--- src/psr_pkg.sv ---
// package: constants and carrier types for the processor supervisor reset block
package psr_pkg;
  localparam int unsigned CLK_HZ = 50000000;
  localparam int unsigned RESET_HOLD_MS = 250;
  localparam int unsigned RESET_HOLD_CYC = (CLK_HZ / 1000) * RESET_HOLD_MS;
  localparam int unsigned DEBOUNCE_US = 20000;
  localparam int unsigned DEBOUNCE_CYC = (CLK_HZ / 1000000) * DEBOUNCE_US;
  localparam int unsigned WDOG_MS = 1600;
  localparam int unsigned WDOG_CYC = (CLK_HZ / 1000) * WDOG_MS;
  localparam int unsigned CNT_W = 32;
  localparam logic [1:0] CAUSE_NONE = 2'h0;

  typedef enum logic [3:0] {
    PSR_ST_POWERUP = 4'h1,
    PSR_ST_RUN = 4'h2,
    PSR_ST_FAIL = 4'h4,
    PSR_ST_HOLD = 4'h8
  } psr_state_t;

  typedef struct packed {
    logic power_fail;
    logic button;
    logic wdog_expired;
  } psr_cause_t;
endpackage

--- src/psr_sync_deb.sv ---
// module: two-flop synchroniser with stable-level debounce filter
`timescale 1ns/1ns
module psr_sync_deb #(
  parameter int unsigned STABLE_CYC = 16,
  parameter logic RESET_VAL = 1'b1
) (
  input wire logic clk,
  input wire logic rst,
  input wire logic din,
  output logic dout
);
  logic meta_q;
  logic sync_q;
  logic [31:0] cnt_q;

  always_ff @(posedge clk or posedge rst) begin
    if (rst) begin
      meta_q <= RESET_VAL;
      sync_q <= RESET_VAL;
    end else begin
      meta_q <= din;
      sync_q <= meta_q;
    end
  end

  // output follows only after the level stays put for the whole window
  always_ff @(posedge clk or posedge rst) begin
    if (rst) begin
      cnt_q <= 32'h0;
      dout <= RESET_VAL;
    end else if (sync_q == dout) begin
      cnt_q <= 32'h0;
    end else if (cnt_q >= STABLE_CYC - 1) begin
      cnt_q <= 32'h0;
      dout <= sync_q;
    end else begin
      cnt_q <= cnt_q + 32'h1;
    end
  end
endmodule

--- src/psr_top.sv ---
// module: supervisor driving the open-drain processor reset pin
`timescale 1ns/1ns
module psr_top #(
  parameter int unsigned HOLD_CYC = psr_pkg::RESET_HOLD_CYC,
  parameter int unsigned DEB_CYC = psr_pkg::DEBOUNCE_CYC,
  parameter int unsigned WDOG_CYC = psr_pkg::WDOG_CYC
) (
  input wire logic CLK,
  input wire logic RST,
  input wire logic VCC_FAIL,
  input wire logic WDOG_STROBE_N,
  input wire logic RESET_PIN_IN,
  output logic RESET_PIN_OUT,
  output logic RESET_PIN_OE_N,
  output logic POWER_FAIL,
  output logic RESET_ACTIVE
);
  psr_pkg::psr_state_t state_q;
  psr_pkg::psr_state_t state_d;
  psr_pkg::psr_cause_t cause;
  logic fail_m_q;
  logic fail_s_q;
  logic strobe_m_q;
  logic strobe_s_q;
  logic strobe_prev_q;
  logic pin_deb;
  logic pin_prev_q;
  logic button_hit;
  logic [psr_pkg::CNT_W-1:0] hold_cnt_q;
  logic [psr_pkg::CNT_W-1:0] wdog_cnt_q;
  logic hold_done;
  logic strobe_fall;

  // pin is let go only in the run state
  function automatic logic releases(input psr_pkg::psr_state_t st);
    return st == psr_pkg::PSR_ST_RUN;
  endfunction

  // level synchronisers for the VCC_FAIL and WDOG_STROBE_N pins
  always_ff @(posedge CLK or posedge RST) begin
    if (RST) begin
      fail_m_q <= 1'b1;
      fail_s_q <= 1'b1;
      strobe_m_q <= 1'b1;
      strobe_s_q <= 1'b1;
    end else begin
      fail_m_q <= VCC_FAIL;
      fail_s_q <= fail_m_q;
      strobe_m_q <= WDOG_STROBE_N;
      strobe_s_q <= strobe_m_q;
    end
  end

  // reset pin is sensed back as the button input
  psr_sync_deb #(
    .STABLE_CYC(DEB_CYC),
    .RESET_VAL(1'b0)
  ) u_button (
    .clk(CLK),
    .rst(RST),
    .din(RESET_PIN_IN),
    .dout(pin_deb)
  );

  always_ff @(posedge CLK or posedge RST) begin
    if (RST) begin
      pin_prev_q <= 1'b0;
      strobe_prev_q <= 1'b1;
    end else begin
      pin_prev_q <= pin_deb;
      strobe_prev_q <= strobe_s_q;
    end
  end

  // an external low only counts while this side is not pulling the pin
  assign button_hit = pin_prev_q && !pin_deb && (state_q == psr_pkg::PSR_ST_RUN);
  assign strobe_fall = strobe_prev_q && !strobe_s_q;
  assign hold_done = (hold_cnt_q >= HOLD_CYC - 1);

  always_comb begin
    cause.power_fail = fail_s_q;
    cause.button = button_hit;
    cause.wdog_expired = (wdog_cnt_q >= WDOG_CYC - 1);
  end

  always_comb begin
    state_d = state_q;
    case (state_q)
      psr_pkg::PSR_ST_POWERUP: begin
        if (cause.power_fail) begin
          state_d = psr_pkg::PSR_ST_FAIL;
        end else if (hold_done) begin
          state_d = psr_pkg::PSR_ST_RUN;
        end
      end
      psr_pkg::PSR_ST_RUN: begin
        if (cause.power_fail) begin
          state_d = psr_pkg::PSR_ST_FAIL;
        end else if (cause.button || cause.wdog_expired) begin
          state_d = psr_pkg::PSR_ST_HOLD;
        end
      end
      psr_pkg::PSR_ST_FAIL: begin
        if (!cause.power_fail) begin
          state_d = psr_pkg::PSR_ST_HOLD;
        end
      end
      psr_pkg::PSR_ST_HOLD: begin
        if (cause.power_fail) begin
          state_d = psr_pkg::PSR_ST_FAIL;
        end else if (hold_done) begin
          state_d = psr_pkg::PSR_ST_RUN;
        end
      end
      default: begin
        state_d = psr_pkg::PSR_ST_POWERUP;
      end
    endcase
  end

  always_ff @(posedge CLK or posedge RST) begin
    if (RST) begin
      state_q <= psr_pkg::PSR_ST_POWERUP;
    end else begin
      state_q <= state_d;
    end
  end

  // hold counter restarts on entry to each timed state
  always_ff @(posedge CLK or posedge RST) begin
    if (RST) begin
      hold_cnt_q <= '0;
    end else if (state_d != state_q) begin
      hold_cnt_q <= '0;
    end else if ((state_q == psr_pkg::PSR_ST_POWERUP || state_q == psr_pkg::PSR_ST_HOLD)
                 && !hold_done) begin
      hold_cnt_q <= hold_cnt_q + 1'b1;
    end
  end

  // watchdog runs only while the processor is out of reset
  always_ff @(posedge CLK or posedge RST) begin
    if (RST) begin
      wdog_cnt_q <= '0;
    end else if (state_q != psr_pkg::PSR_ST_RUN || strobe_fall) begin
      wdog_cnt_q <= '0;
    end else if (!cause.wdog_expired) begin
      wdog_cnt_q <= wdog_cnt_q + 1'b1;
    end
  end

  // open drain: data held low, enable low pulls the pin
  always_ff @(posedge CLK or posedge RST) begin
    if (RST) begin
      RESET_PIN_OUT <= 1'b0;
      RESET_PIN_OE_N <= 1'b0;
      RESET_ACTIVE <= 1'b1;
      POWER_FAIL <= 1'b1;
    end else begin
      RESET_PIN_OUT <= 1'b0;
      RESET_PIN_OE_N <= releases(state_d);
      RESET_ACTIVE <= !releases(state_d);
      POWER_FAIL <= fail_s_q;
    end
  end

  property p_fail_resets;
    @(posedge CLK) disable iff (RST)
      fail_s_q |=> !RESET_PIN_OE_N;
  endproperty
  a_fail_resets: assert property (p_fail_resets) else $error("power fail without reset");

  property p_fail_flag;
    @(posedge CLK) disable iff (RST)
      fail_s_q |=> POWER_FAIL;
  endproperty
  a_fail_flag: assert property (p_fail_flag) else $error("power-fail flag missing");

  property p_hold_after_fail;
    @(posedge CLK) disable iff (RST)
      (state_q == psr_pkg::PSR_ST_FAIL && !fail_s_q) |=> state_q == psr_pkg::PSR_ST_HOLD
        && hold_cnt_q == '0;
  endproperty
  a_hold_after_fail: assert property (p_hold_after_fail) else $error("no hold after recovery");

  property p_hold_length;
    @(posedge CLK) disable iff (RST)
      (state_q == psr_pkg::PSR_ST_RUN && $past(state_q) == psr_pkg::PSR_ST_HOLD)
        |-> $past(hold_cnt_q) >= HOLD_CYC - 1;
  endproperty
  a_hold_length: assert property (p_hold_length) else $error("reset released early");

  property p_wdog_fire;
    @(posedge CLK) disable iff (RST)
      (state_q == psr_pkg::PSR_ST_RUN && cause.wdog_expired && !fail_s_q)
        |=> state_q == psr_pkg::PSR_ST_HOLD ##1 !RESET_PIN_OE_N;
  endproperty
  a_wdog_fire: assert property (p_wdog_fire) else $error("watchdog expiry ignored");

  property p_button;
    @(posedge CLK) disable iff (RST)
      (button_hit && !fail_s_q) |=> state_q == psr_pkg::PSR_ST_HOLD;
  endproperty
  a_button: assert property (p_button) else $error("button press ignored");

  property p_powerup;
    @(posedge CLK) disable iff (RST)
      state_q == psr_pkg::PSR_ST_POWERUP |-> !RESET_PIN_OE_N;
  endproperty
  a_powerup: assert property (p_powerup) else $error("reset released in power-up");

  property p_wdog_restart;
    @(posedge CLK) disable iff (RST)
      (strobe_fall || state_q != psr_pkg::PSR_ST_RUN) |=> wdog_cnt_q == '0;
  endproperty
  a_wdog_restart: assert property (p_wdog_restart) else $error("watchdog not restarted");
endmodule

--- config.mk ---
export PLATFORM = sky130hd
export DESIGN_NAME = psr_top
export DESIGN_NICKNAME = d
export VERILOG_FILES = /design/src/psr_pkg.sv /design/src/psr_sync_deb.sv /design/src/psr_top.sv
export SDC_FILE = /design/constraint.sdc
export NUM_CORES = 1
export LEC_CHECK = 0
export ABC_AREA = 1
export BUFFER_PORTS_ARGS = -buffer_cell sky130_fd_sc_hd__buf_2
export CAP_MARGIN = 20
export CORE_MARGIN = 3
export CORE_UTILIZATION = 63
export DETAILED_ROUTE_END_ITERATION = 10
export HOLD_SLACK_MARGIN = 0.15
export PLACE_DENSITY = 0.86
export SETUP_SLACK_MARGIN = 0.2
export SLEW_MARGIN = 15
export SYNTH_ARGS = -nofsm -noshare
export SYNTH_HDL_FRONTEND = slang
export SYNTH_SLANG_ARGS = --single-unit
--- constraint.sdc ---
create_clock -name CLK -period 4.1 [get_ports CLK]
set_input_delay 0.615 -clock CLK [delete_from_list [all_inputs] [get_ports CLK]]
set_output_delay 0.615 -clock CLK [all_outputs]
set_load 0.05 [all_outputs]
==> impl_metrics.ini, run 1 <==
[yosys]
synth_commonest_cells = nand2_1, dfrtp_1, nor2_1
synth-simple-area-share_pct = 30.18
yosys.area_share.xor_xnor_pct = 5.004
synth_adder_area_share_pct = 0.6702
async_flop_share_pct = 100.0
postSynthCellCount = 662
ys_seq_area_share_pct = 50.22
synth_mux_area_share_pct = 0
syn-cell-area_um2 = 5600
syn_avg_cell_area_um2 = 8.460
ys_types = 44
synth_top_family_by_area = simple AND/OR/NAND/NOR gates
synth_top_area_share_pct = 46.47
synth_most_common_cell = nand2_1
ys_seq_elements = 112
synth_edf_count = 0
synth_top_flop_cell = dfrtp_1
ys_warn_count = 0
synth_top_area_cell = dfrtp_1
synth-compound-area-share_pct = 6.122
synth_area_leaders = dfrtp_1, nand2_1, nor2_1

[global_route]
grt_overflow = 0
grt_pass1_vias = 4137
antenna_found_initial = 0
track_usage_pct = 21.81
grt_pass1_wl_um = 17910
gr-usage-met1_pct = 29.44
grt_util_met2_pct = 36.24
grt_max_degree = 49
grt.busiest_layer = met2
use_met3_pct = 3.892

[clock_tree]
post_cts_resized = 0
clk_pin_slew_ns = 0.11
hold_buffers = 0
clk_latency_ns = 0.37
cts_root_buf = clkbuf_8
cts_tree = yes
numClockSinks = 112
cts_made_buffers = 9
h-tree-depth = 3
post-cts-setup-buffers = 0
clk_path_buf_depth = 2

[worst_setup_path]
critPathMaxStageDelay_ns = 0.40
worstPathCellList = ha_1 -> nand2_1 -> nor2_1 -> nand3_1 -> nand2_1 -> nand3_1 -> nand2_1 -> inv_1 -> nand3_1 -> nor2_1 -> nand2_1 -> nand2_1 -> nand2_1 -> nor2_1
crit_path_end_kind = flop
start_kind = flop
path_common_cell = nand2_1
arrival_ns = 2.84
critPathMaxFanout = 13
worst-setup-path-type = reg -> reg
critPathSlowestCell = dfrtp_1
cp.required_ns = 4.37

[routing]
vias_per_cell = 5.387
drc_errors = 0
drt_iter0_drc = 214
drtAntennaViolNets = 0
wl_per_cell_um = 12.74
vias = 4272
wl_um = 10100
drtPass1Iterations = 5

[sta]
finClkSkew_ns = 0.01004
fin_tns_setup_ns = 0
period_share_pct = 62.65
period_minus_slack_ns = 2.569
slew_headroom_pct = 49.97
setup_viol = 0
rsz0062_at_grt = no
hold_violations = 0
fmax_mhz = 389.3
report.final.slew_viol_count = 0
worst_pin_slew_ns = 0.7483

[place]
gp_congestion = 0.9312
port-buffer-count = 7
dp.cells = 777
hpwl_um = 7330

[die]
start_util_pct = 66.49
die_y_um = 100.3
rows = 33
die_w_um = 100.3
dieArea_um2 = 10060
io_pins = 9
core_um2 = 8423

[cells_and_area]
nNetsFinal = 691
syn2layout_area_growth_pct = 6.501
diodes = 0
finalNonFillerCells = 793
drive_above_1_share_pct = 12.94

[run]
maxCapViolCount = 0

[power_and_ir_drop]
powerDensity_nw_per_um2 = 392.8
p_leak_nw = 2.596
p_total_mw = 2.343
vdd_drop_max_v = 0.0003482

[run_status]
status = completed

[hold_path]
hold_class = in -> async
==> registers in the layout, indices dropped and copies added (netlist names), 4 cells and up <==
register	flops
u_button.cnt_q	32
wdog_cnt_q	32
hold_cnt_q	32
state_q	4
==> worst paths after layout <==
path / from / end / slack [ns] / cells after the start
max: wdog_cnt_q[1] / wdog_cnt_q[23] / 1.53 / 14
min: RST / u_button.cnt_q[8] / 0.29 / 2
max reg2reg: wdog_cnt_q[1] / wdog_cnt_q[23] / 1.53 / 14
min reg2reg: strobe_s_q / strobe_prev_q / 0.36 / 0
max in group asynchronous: RST / strobe_m_q / 2.97 / 3
min in group CLK: VCC_FAIL / fail_m_q / 0.33 / 1
==> area by class of cell <==
cell class                      instances  area [µm²]
Clock inverter                          6       70.07
Timing Repair Buffer                    9       50.05
Fill cell                             639        2459
Sequential cell                       112        2813
Tap cell                              105       131.4
Multi-Input combinational cell        455        2400
Clock buffer                           10       137.6
Inverter                               96       362.8
==> power breakdown <==
part,total [mW],switching [mW],internal [mW]
Sequential,1.16,0.0180,1.14
Clock,0.663,0.402,0.261
Combinational,0.523,0.416,0.106
Total,2.34,0.836,1.51
==> metrics by stage <==
| step | instance area (µm²) | hold slack, ns | worst slack [ns] | util, % |
|---|---|---|---|---|
| after global routing | 5964 | 0.3066 | 1.227 | 70.81 |
| after detailed placement | 5757 | 0.3509 | 1.605 | 68.35 |
| after global placement | 5757 | 0.3401 | 1.739 | 68.35 |
| after floorplan | 5645 | 0.3312 | 0.5392 | - |
| after CTS | 5964 | 0.2924 | 1.585 | 70.81 |
| final | 5964 | 0.2886 | 1.531 | 70.81 |
==> routing by layer <==
metal | share of wire (%) | routed length [µm]
met5 | 0 | 0
met4 | 0.99 | 100
met3 | 4.7 | 479
met2 | 48 | 4860
met1 | 46 | 4659
==> worst max-delay path, delay by kind of cell, from the launching register on <==
kind / cells / cell delay, ns
buf+inv: 1 / 0.27
simple gates: 12 / 1.63
flops: 1 / 0.40
fa+ha+maj: 1 / 0.18
==> placed cells by master, fill, tap and decap left out, drive strengths merged <==
cell type	count
or2	1
xnor2	6
xor2	26
o31ai	2
dfstp	8
a21oi	24
nor3	27
and3	2
o211a	1
o21a	7
o211ai	1
dfrtp	104
a31oi	1
ha	3
a211oi	1
o21ai	18
a221oi	1
or4	1
clkinv	3
nand3b	1
nor2	124
nor3b	6
nor4	10
nand4	14
nand2	121
buf	9
conb	13
inv	99
clkbuf	10
nand3	42
a41oi	2
==> cell families (layout without fill, tap and decap cells) <==
family,after synthesis,after routing
other,1,13
buffers and inverters,107,121
flip-flops,112,112
XOR/XNOR,32,32
adder cells (fa/ha/maj),3,3
AND/OR/NAND/NOR,349,349
AO/OA/AOI/OAI,58,58
Note: power is estimated with default switching activity, not from simulation.
==> run 2: changes to the inputs <==
- ABC_AREA: 1 -> 0
- clock period: 4.1 -> 2.5 ns (I/O delays scaled with it)
==> impl_metrics.ini, run 2 <==
[die]
io_pins = 9
rows = 33
die_w_um = 98.99
core_um2 = 8299
die_y_um = 98.99
start_util_pct = 65.64
dieArea_um2 = 9799

[yosys]
syn_avg_cell_area_um2 = 10.40
ys_seq_area_share_pct = 51.63
synth_commonest_cells = dfrtp_1, nor2_1, xor2_1
syn-cell-area_um2 = 5448
synth_top_area_cell = dfrtp_1
synth_top_flop_cell = dfrtp_1
synth_top_area_share_pct = 47.77
ys_seq_elements = 112
ys_warn_count = 0
postSynthCellCount = 524
ys_types = 51
synth_edf_count = 0
synth_area_leaders = dfrtp_1, xor2_1, nor2_1
synth_most_common_cell = dfrtp_1
async_flop_share_pct = 100.0

[worst_setup_path]
cp.required_ns = 2.81
worst-setup-path-type = reg -> reg
critPathMaxFanout = 17
critPathSlowestCell = or4_4
arrival_ns = 2.66
crit_path_end_kind = flop
worstPathCellList = or4_4 -> nor4_4 -> o211ai_2 -> o41a_1 -> o2bb2ai_4 -> buf_12 -> nor3_2
critPathMaxStageDelay_ns = 0.55
start_kind = flop

[sta]
period_minus_slack_ns = 2.346
period_share_pct = 93.83
fin_tns_setup_ns = 0
worst_pin_slew_ns = 0.6217
fmax_mhz = 426.3
rsz0062_at_grt = yes
slew_headroom_pct = 58.55
finClkSkew_ns = 0.01330
hold_violations = 0
setup_viol = 0
report.final.slew_viol_count = 0

[global_route]
grt_pass1_wl_um = 17990
grt_max_degree = 113
grt_pass1_vias = 3936
grt_overflow = 0
antenna_found_initial = 0
track_usage_pct = 22.55

[cells_and_area]
layout_commonest_cell = dfrtp_1
multiInputGateArea_um2 = 2544
drive_above_1_share_pct = 20.04
seqCellArea_um2 = 2813
fin_area_um2 = 6163
diodes = 0
nFillCells = 518
syn2layout_area_growth_pct = 13.14
reg.largest.list = hold_cnt_q (32), u_button.cnt_q (32), wdog_cnt_q (32)
nNetsFinal = 572
layout_common_cells = dfrtp_1, nor2_1, xor2_1
finalNonFillerCells = 674

[clock_tree]
clk_path_buf_depth = 2
cts_made_buffers = 9
clk_pin_slew_ns = 0.12
cts_root_buf = clkbuf_8
numClockSinks = 112
clk_latency_ns = 0.38
cts_tree = yes
h-tree-depth = 3

[routing]
vias_per_cell = 6.033
drtAntennaViolNets = 0
wl_per_cell_um = 16.46
wl_um = 11090
drtPass1Iterations = 4
vias = 4066
drt_iter0_drc = 249
drc_errors = 0

[place]
placed_cell_area_um2 = 5685
port-buffer-count = 7
dp.cells = 639
hpwl_um = 6723
gp_congestion = 0.8476

[power_and_ir_drop]
p_leak_nw = 2.557
vdd_drop_max_v = 0.0004349
powerDensity_nw_per_um2 = 615.9

[run]
maxCapViolCount = 0

[hold_path]
hold_class = in -> async

[run_status]
status = completed
-- run 2: changes by cell type in the layout (fill, tap and decap cells not counted), sizes merged, moves of 8 or more --
| cell | change |
|---|---|
| nand4 | +8 |
| and3 | +8 |
| a21oi | -16 |
| xor2 | +9 |
| o21ai | -8 |
| nand3 | -17 |
| nor3 | +15 |
| nor2 | -52 |
| xnor2 | +24 |
| buf | +26 |
| inv | -77 |
| nand2 | -93 |
| and4 | +9 |
-- run 2: worst paths after layout --
| check | from | end | slack, ns | cells after the start |
|---|---|---|---|---|
| min in group CLK | fail_m_q | fail_s_q | 0.36 | 0 |
| setup reg to reg | hold_cnt_q[8] | hold_cnt_q[17] | 0.15 | 7 |
| max in group asynchronous | RST | hold_cnt_q[24] | 1.90 | 3 |
| hold reg to reg | fail_m_q | fail_s_q | 0.36 | 0 |
| setup / recovery | hold_cnt_q[8] | hold_cnt_q[17] | 0.15 | 7 |
| hold / removal | RST | hold_cnt_q[5] | 0.1 | 3 |
-- run 2: cell type report --
type	instances	area share [%]
multi-input cells	382	41.27
well taps	105	2.132
clock buffers	9	2.010
repair buffers	40	6.253
inverters	19	1.218
flip-flops and latches	112	45.64
clock inverters	7	1.482
-- run 2: critical path: cells and delay by family (launching register included) --
kind                   cells  cell delay, ns
AND/OR/NAND/NOR            3            0.93
AO/OA/AOI/OAI              3            0.74
flip-flops                 1            0.40
buffers and inverters      1            0.19
-- run 2: timing repair --
action                     in CTS  in global routing
pin swaps                       2                  3
setup endpoints to repair      33                 68
buffers inserted                5                  8
hold buffers                    3                  0
gates resized for setup         4                 17
cloned                          0                  3
hold endpoints to repair        3                  0
-- run 2: kinds of logic after synthesis --
| group | count (synthesis) | synth area share [%] |
|---|---|---|
| AND/OR/NAND/NOR | 257 | 27.63 |
| flip-flops | 112 | 51.63 |
| XOR/XNOR | 65 | 10.45 |
| buffers and inverters | 42 | 3.744 |
| AO/OA/AOI/OAI | 41 | 5.213 |
| adder cells (fa/ha/maj) | 3 | 0.6891 |
| multiplexers | 3 | 0.5742 |
| other | 1 | 0.06884 |
-- run 2: routing by layer --
| metal | up-vias | global-route usage, % | wire, µm |
|---|---|---|---|
| li1 | 1885 | - | - |
| met4 | 0 | 9.244 | 197 |
| met3 | 18 | 4.459 | 531 |
| met2 | 122 | 36.78 | 5704 |
| met1 | 2041 | 29.68 | 4659 |
| met5 | - | 0 | 0 |
-- run 2: metrics by stage --
stage | hold slack [ns] | setup WS [ns] | power (mW) | util (%)
after floorplan | 0.3312 | 0.2866 | 2.446 | -
after global placement | 0.3362 | 0.1822 | 2.553 | 68.51
after detailed placement | 0.3410 | 0.1255 | 2.576 | 68.51
after CTS | 0.1766 | 0.1761 | 3.754 | 72.06
after global routing | 0.1904 | 0.04956 | 3.940 | 74.27
final | 0.09534 | 0.1543 | 3.796 | 74.27
-- run 2: where the power goes --
part           internal, mW  total, mW  switching, mW  leakage, nW
sequential             1.87       1.94         0.0707         1.50
clock                 0.416       1.13          0.712        0.108
combinational         0.285      0.726          0.441        0.951
==> run 3: changes to the inputs <==
--- a/config.mk
+++ b/config.mk
@@ -7,11 +7,11 @@
 export LEC_CHECK = 0
 export ABC_AREA = 0
-export BUFFER_PORTS_ARGS = -buffer_cell sky130_fd_sc_hd__buf_2
 export CAP_MARGIN = 20
 export CORE_MARGIN = 3
 export CORE_UTILIZATION = 63
 export DETAILED_ROUTE_END_ITERATION = 10
+export DONT_BUFFER_PORTS = 1
 export HOLD_SLACK_MARGIN = 0.15
-export PLACE_DENSITY = 0.86
+export PLACE_DENSITY = 0.85
 export SETUP_SLACK_MARGIN = 0.2
 export SLEW_MARGIN = 15
==> constraint.sdc (replaced) <==
create_clock -name CLK -period 2.5 [get_ports CLK]
set_input_delay 0.375 -clock CLK [delete_from_list [all_inputs] [get_ports CLK]]
set_output_delay 0.375 -clock CLK [all_outputs]
set_load 0.005 [all_outputs]
==> impl_metrics.ini, run 3 (synthesis gave the netlist of run 2 again) <==
[clock_tree]
h-tree-depth = 3
cts_root_buf = clkbuf_8
clk_pin_slew_ns = 0.10
cts_tree = yes
clk_path_buf_depth = 2
cts_made_buffers = 9
numClockSinks = 112
clk_latency_ns = 0.38

[worst_setup_path]
path_delay_family = simple AND/OR/NAND/NOR gates
critPathSlowestCell = dfrtp_1
critPathMaxFanout = 11
cp.required_ns = 2.78
worst-setup-path-type = reg -> reg
arrival_ns = 2.62
path_buf_inv = 2
start_kind = flop
worstPathCellList = ha_1 -> and3_2 -> and4_1 -> o211ai_1 -> buf_4 -> nand3_1 -> o21a_2 -> bufbuf_16 -> nor3_2
critPathLaunch = wdog_cnt_q[0]
crit_path_end_kind = flop
r2r-start = wdog_cnt_q[0]
critPathMaxStageDelay_ns = 0.41

[hold_path]
min_from = u_button.meta_q
hold_class = reg -> reg

[cells_and_area]
finalNonFillerCells = 668
diodes = 0
reg.largest.list = hold_cnt_q (32), u_button.cnt_q (32), wdog_cnt_q (32)
syn2layout_area_growth_pct = 13.78
layout_commonest_cell = dfrtp_1
seqCellArea_um2 = 2814
layout_common_cells = dfrtp_1, nor2_1, xor2_1
multiInputGateArea_um2 = 2626
nNetsFinal = 566
nFillCells = 540
drive_above_1_share_pct = 21.14

[global_route]
antenna_found_initial = 0
grt_max_degree = 43
grt_pass1_vias = 3852
track_usage_pct = 22.19
grt_pass1_wl_um = 17800
grt_overflow = 0

[run]
maxCapViolCount = 0

[routing]
drtPass1Iterations = 5
vias_per_cell = 5.916
drtAntennaViolNets = 0
wl_per_cell_um = 16.13
drt_iter0_drc = 295
wl_um = 10770
vias = 3952
drc_errors = 0

[sta]
fmax_mhz = 427.6
fin_tns_setup_ns = 0
period_share_pct = 93.55
finalWorstSetupSlack_ns = 0.1613
period_minus_slack_ns = 2.339
setup_viol = 0
rsz0062_at_grt = yes
whs_ns = 0.3621
slew_headroom_pct = 44.60
hold_violations = 0
finClkSkew_ns = 0.02071
worst_pin_slew_ns = 0.8293
report.final.slew_viol_count = 0

[die]
die_y_um = 98.99
die_w_um = 98.99
dieArea_um2 = 9799
start_util_pct = 65.64
rows = 33
io_pins = 9
core_um2 = 8299

[power_and_ir_drop]
p_leak_nw = 2.523
vdd_drop_max_v = 0.0003636
powerDensity_nw_per_um2 = 574.5
p_total_mw = 3.561

[place]
gp_congestion = 0.8266
port-buffer-count = 0
dp.cells = 632
post-place-ws_ns = 0.08992
hpwl_um = 6600

[run_status]
status = completed
[run 3: metal layers]
layer  routed length [µm]  global-route usage (%)  share of wire (%)
met5                    0                       0                  0
met4                  199                   6.933                1.8
met3                  343                   4.600                3.2
met2                 5546                   36.62                 51
met1                 4682                   29.66                 43
[run 3: through the flow]
step / instance area [µm²] / util, %
final: 6198 / 74.69
after global routing: 6198 / 74.69
after CTS: 6012 / 72.44
after detailed placement: 5650 / 68.08
after global placement: 5650 / 68.08
after floorplan: 5497 / -
[run 3: what timing repair did]
item                                    CTS  global route
hold buffers                              4             0
setup buffers                             9             6
pin swaps                                 5             6
endpoints found under the setup margin   43            72
cloned                                    1             0
hold endpoints to repair                 33             0
resized for setup                        11            31
[run 3: cell type report]
class | instances | share of cell area [%]
Clock buffer | 11 | 2.120
Clock inverter | 5 | 0.7267
Inverter | 19 | 1.211
Multi-Input combinational cell | 382 | 42.37
Sequential cell | 112 | 45.40
Tap cell | 105 | 2.120
Timing Repair Buffer | 34 | 6.056
[run 3: path summary, 6_finish.rpt]
| check | endpoint | slack, ns | depth (start not counted) |
|---|---|---|---|
| hold reg to reg | u_button.sync_q | 0.36 | 0 |
| min in group asynchronous | hold_cnt_q[4] | 0.63 | 2 |
| max in group asynchronous | POWER_FAIL | 1.16 | 3 |
| hold / removal | u_button.sync_q | 0.36 | 0 |
| setup / recovery | hold_cnt_q[15] | 0.16 | 9 |
| setup reg to reg | hold_cnt_q[15] | 0.16 | 9 |
[run 3: power breakdown]
group          switching, mW  internal, mW  total (mW)
Combinational          0.405         0.228       0.633
Sequential            0.0638          1.87        1.93
Clock                  0.610         0.384       0.994
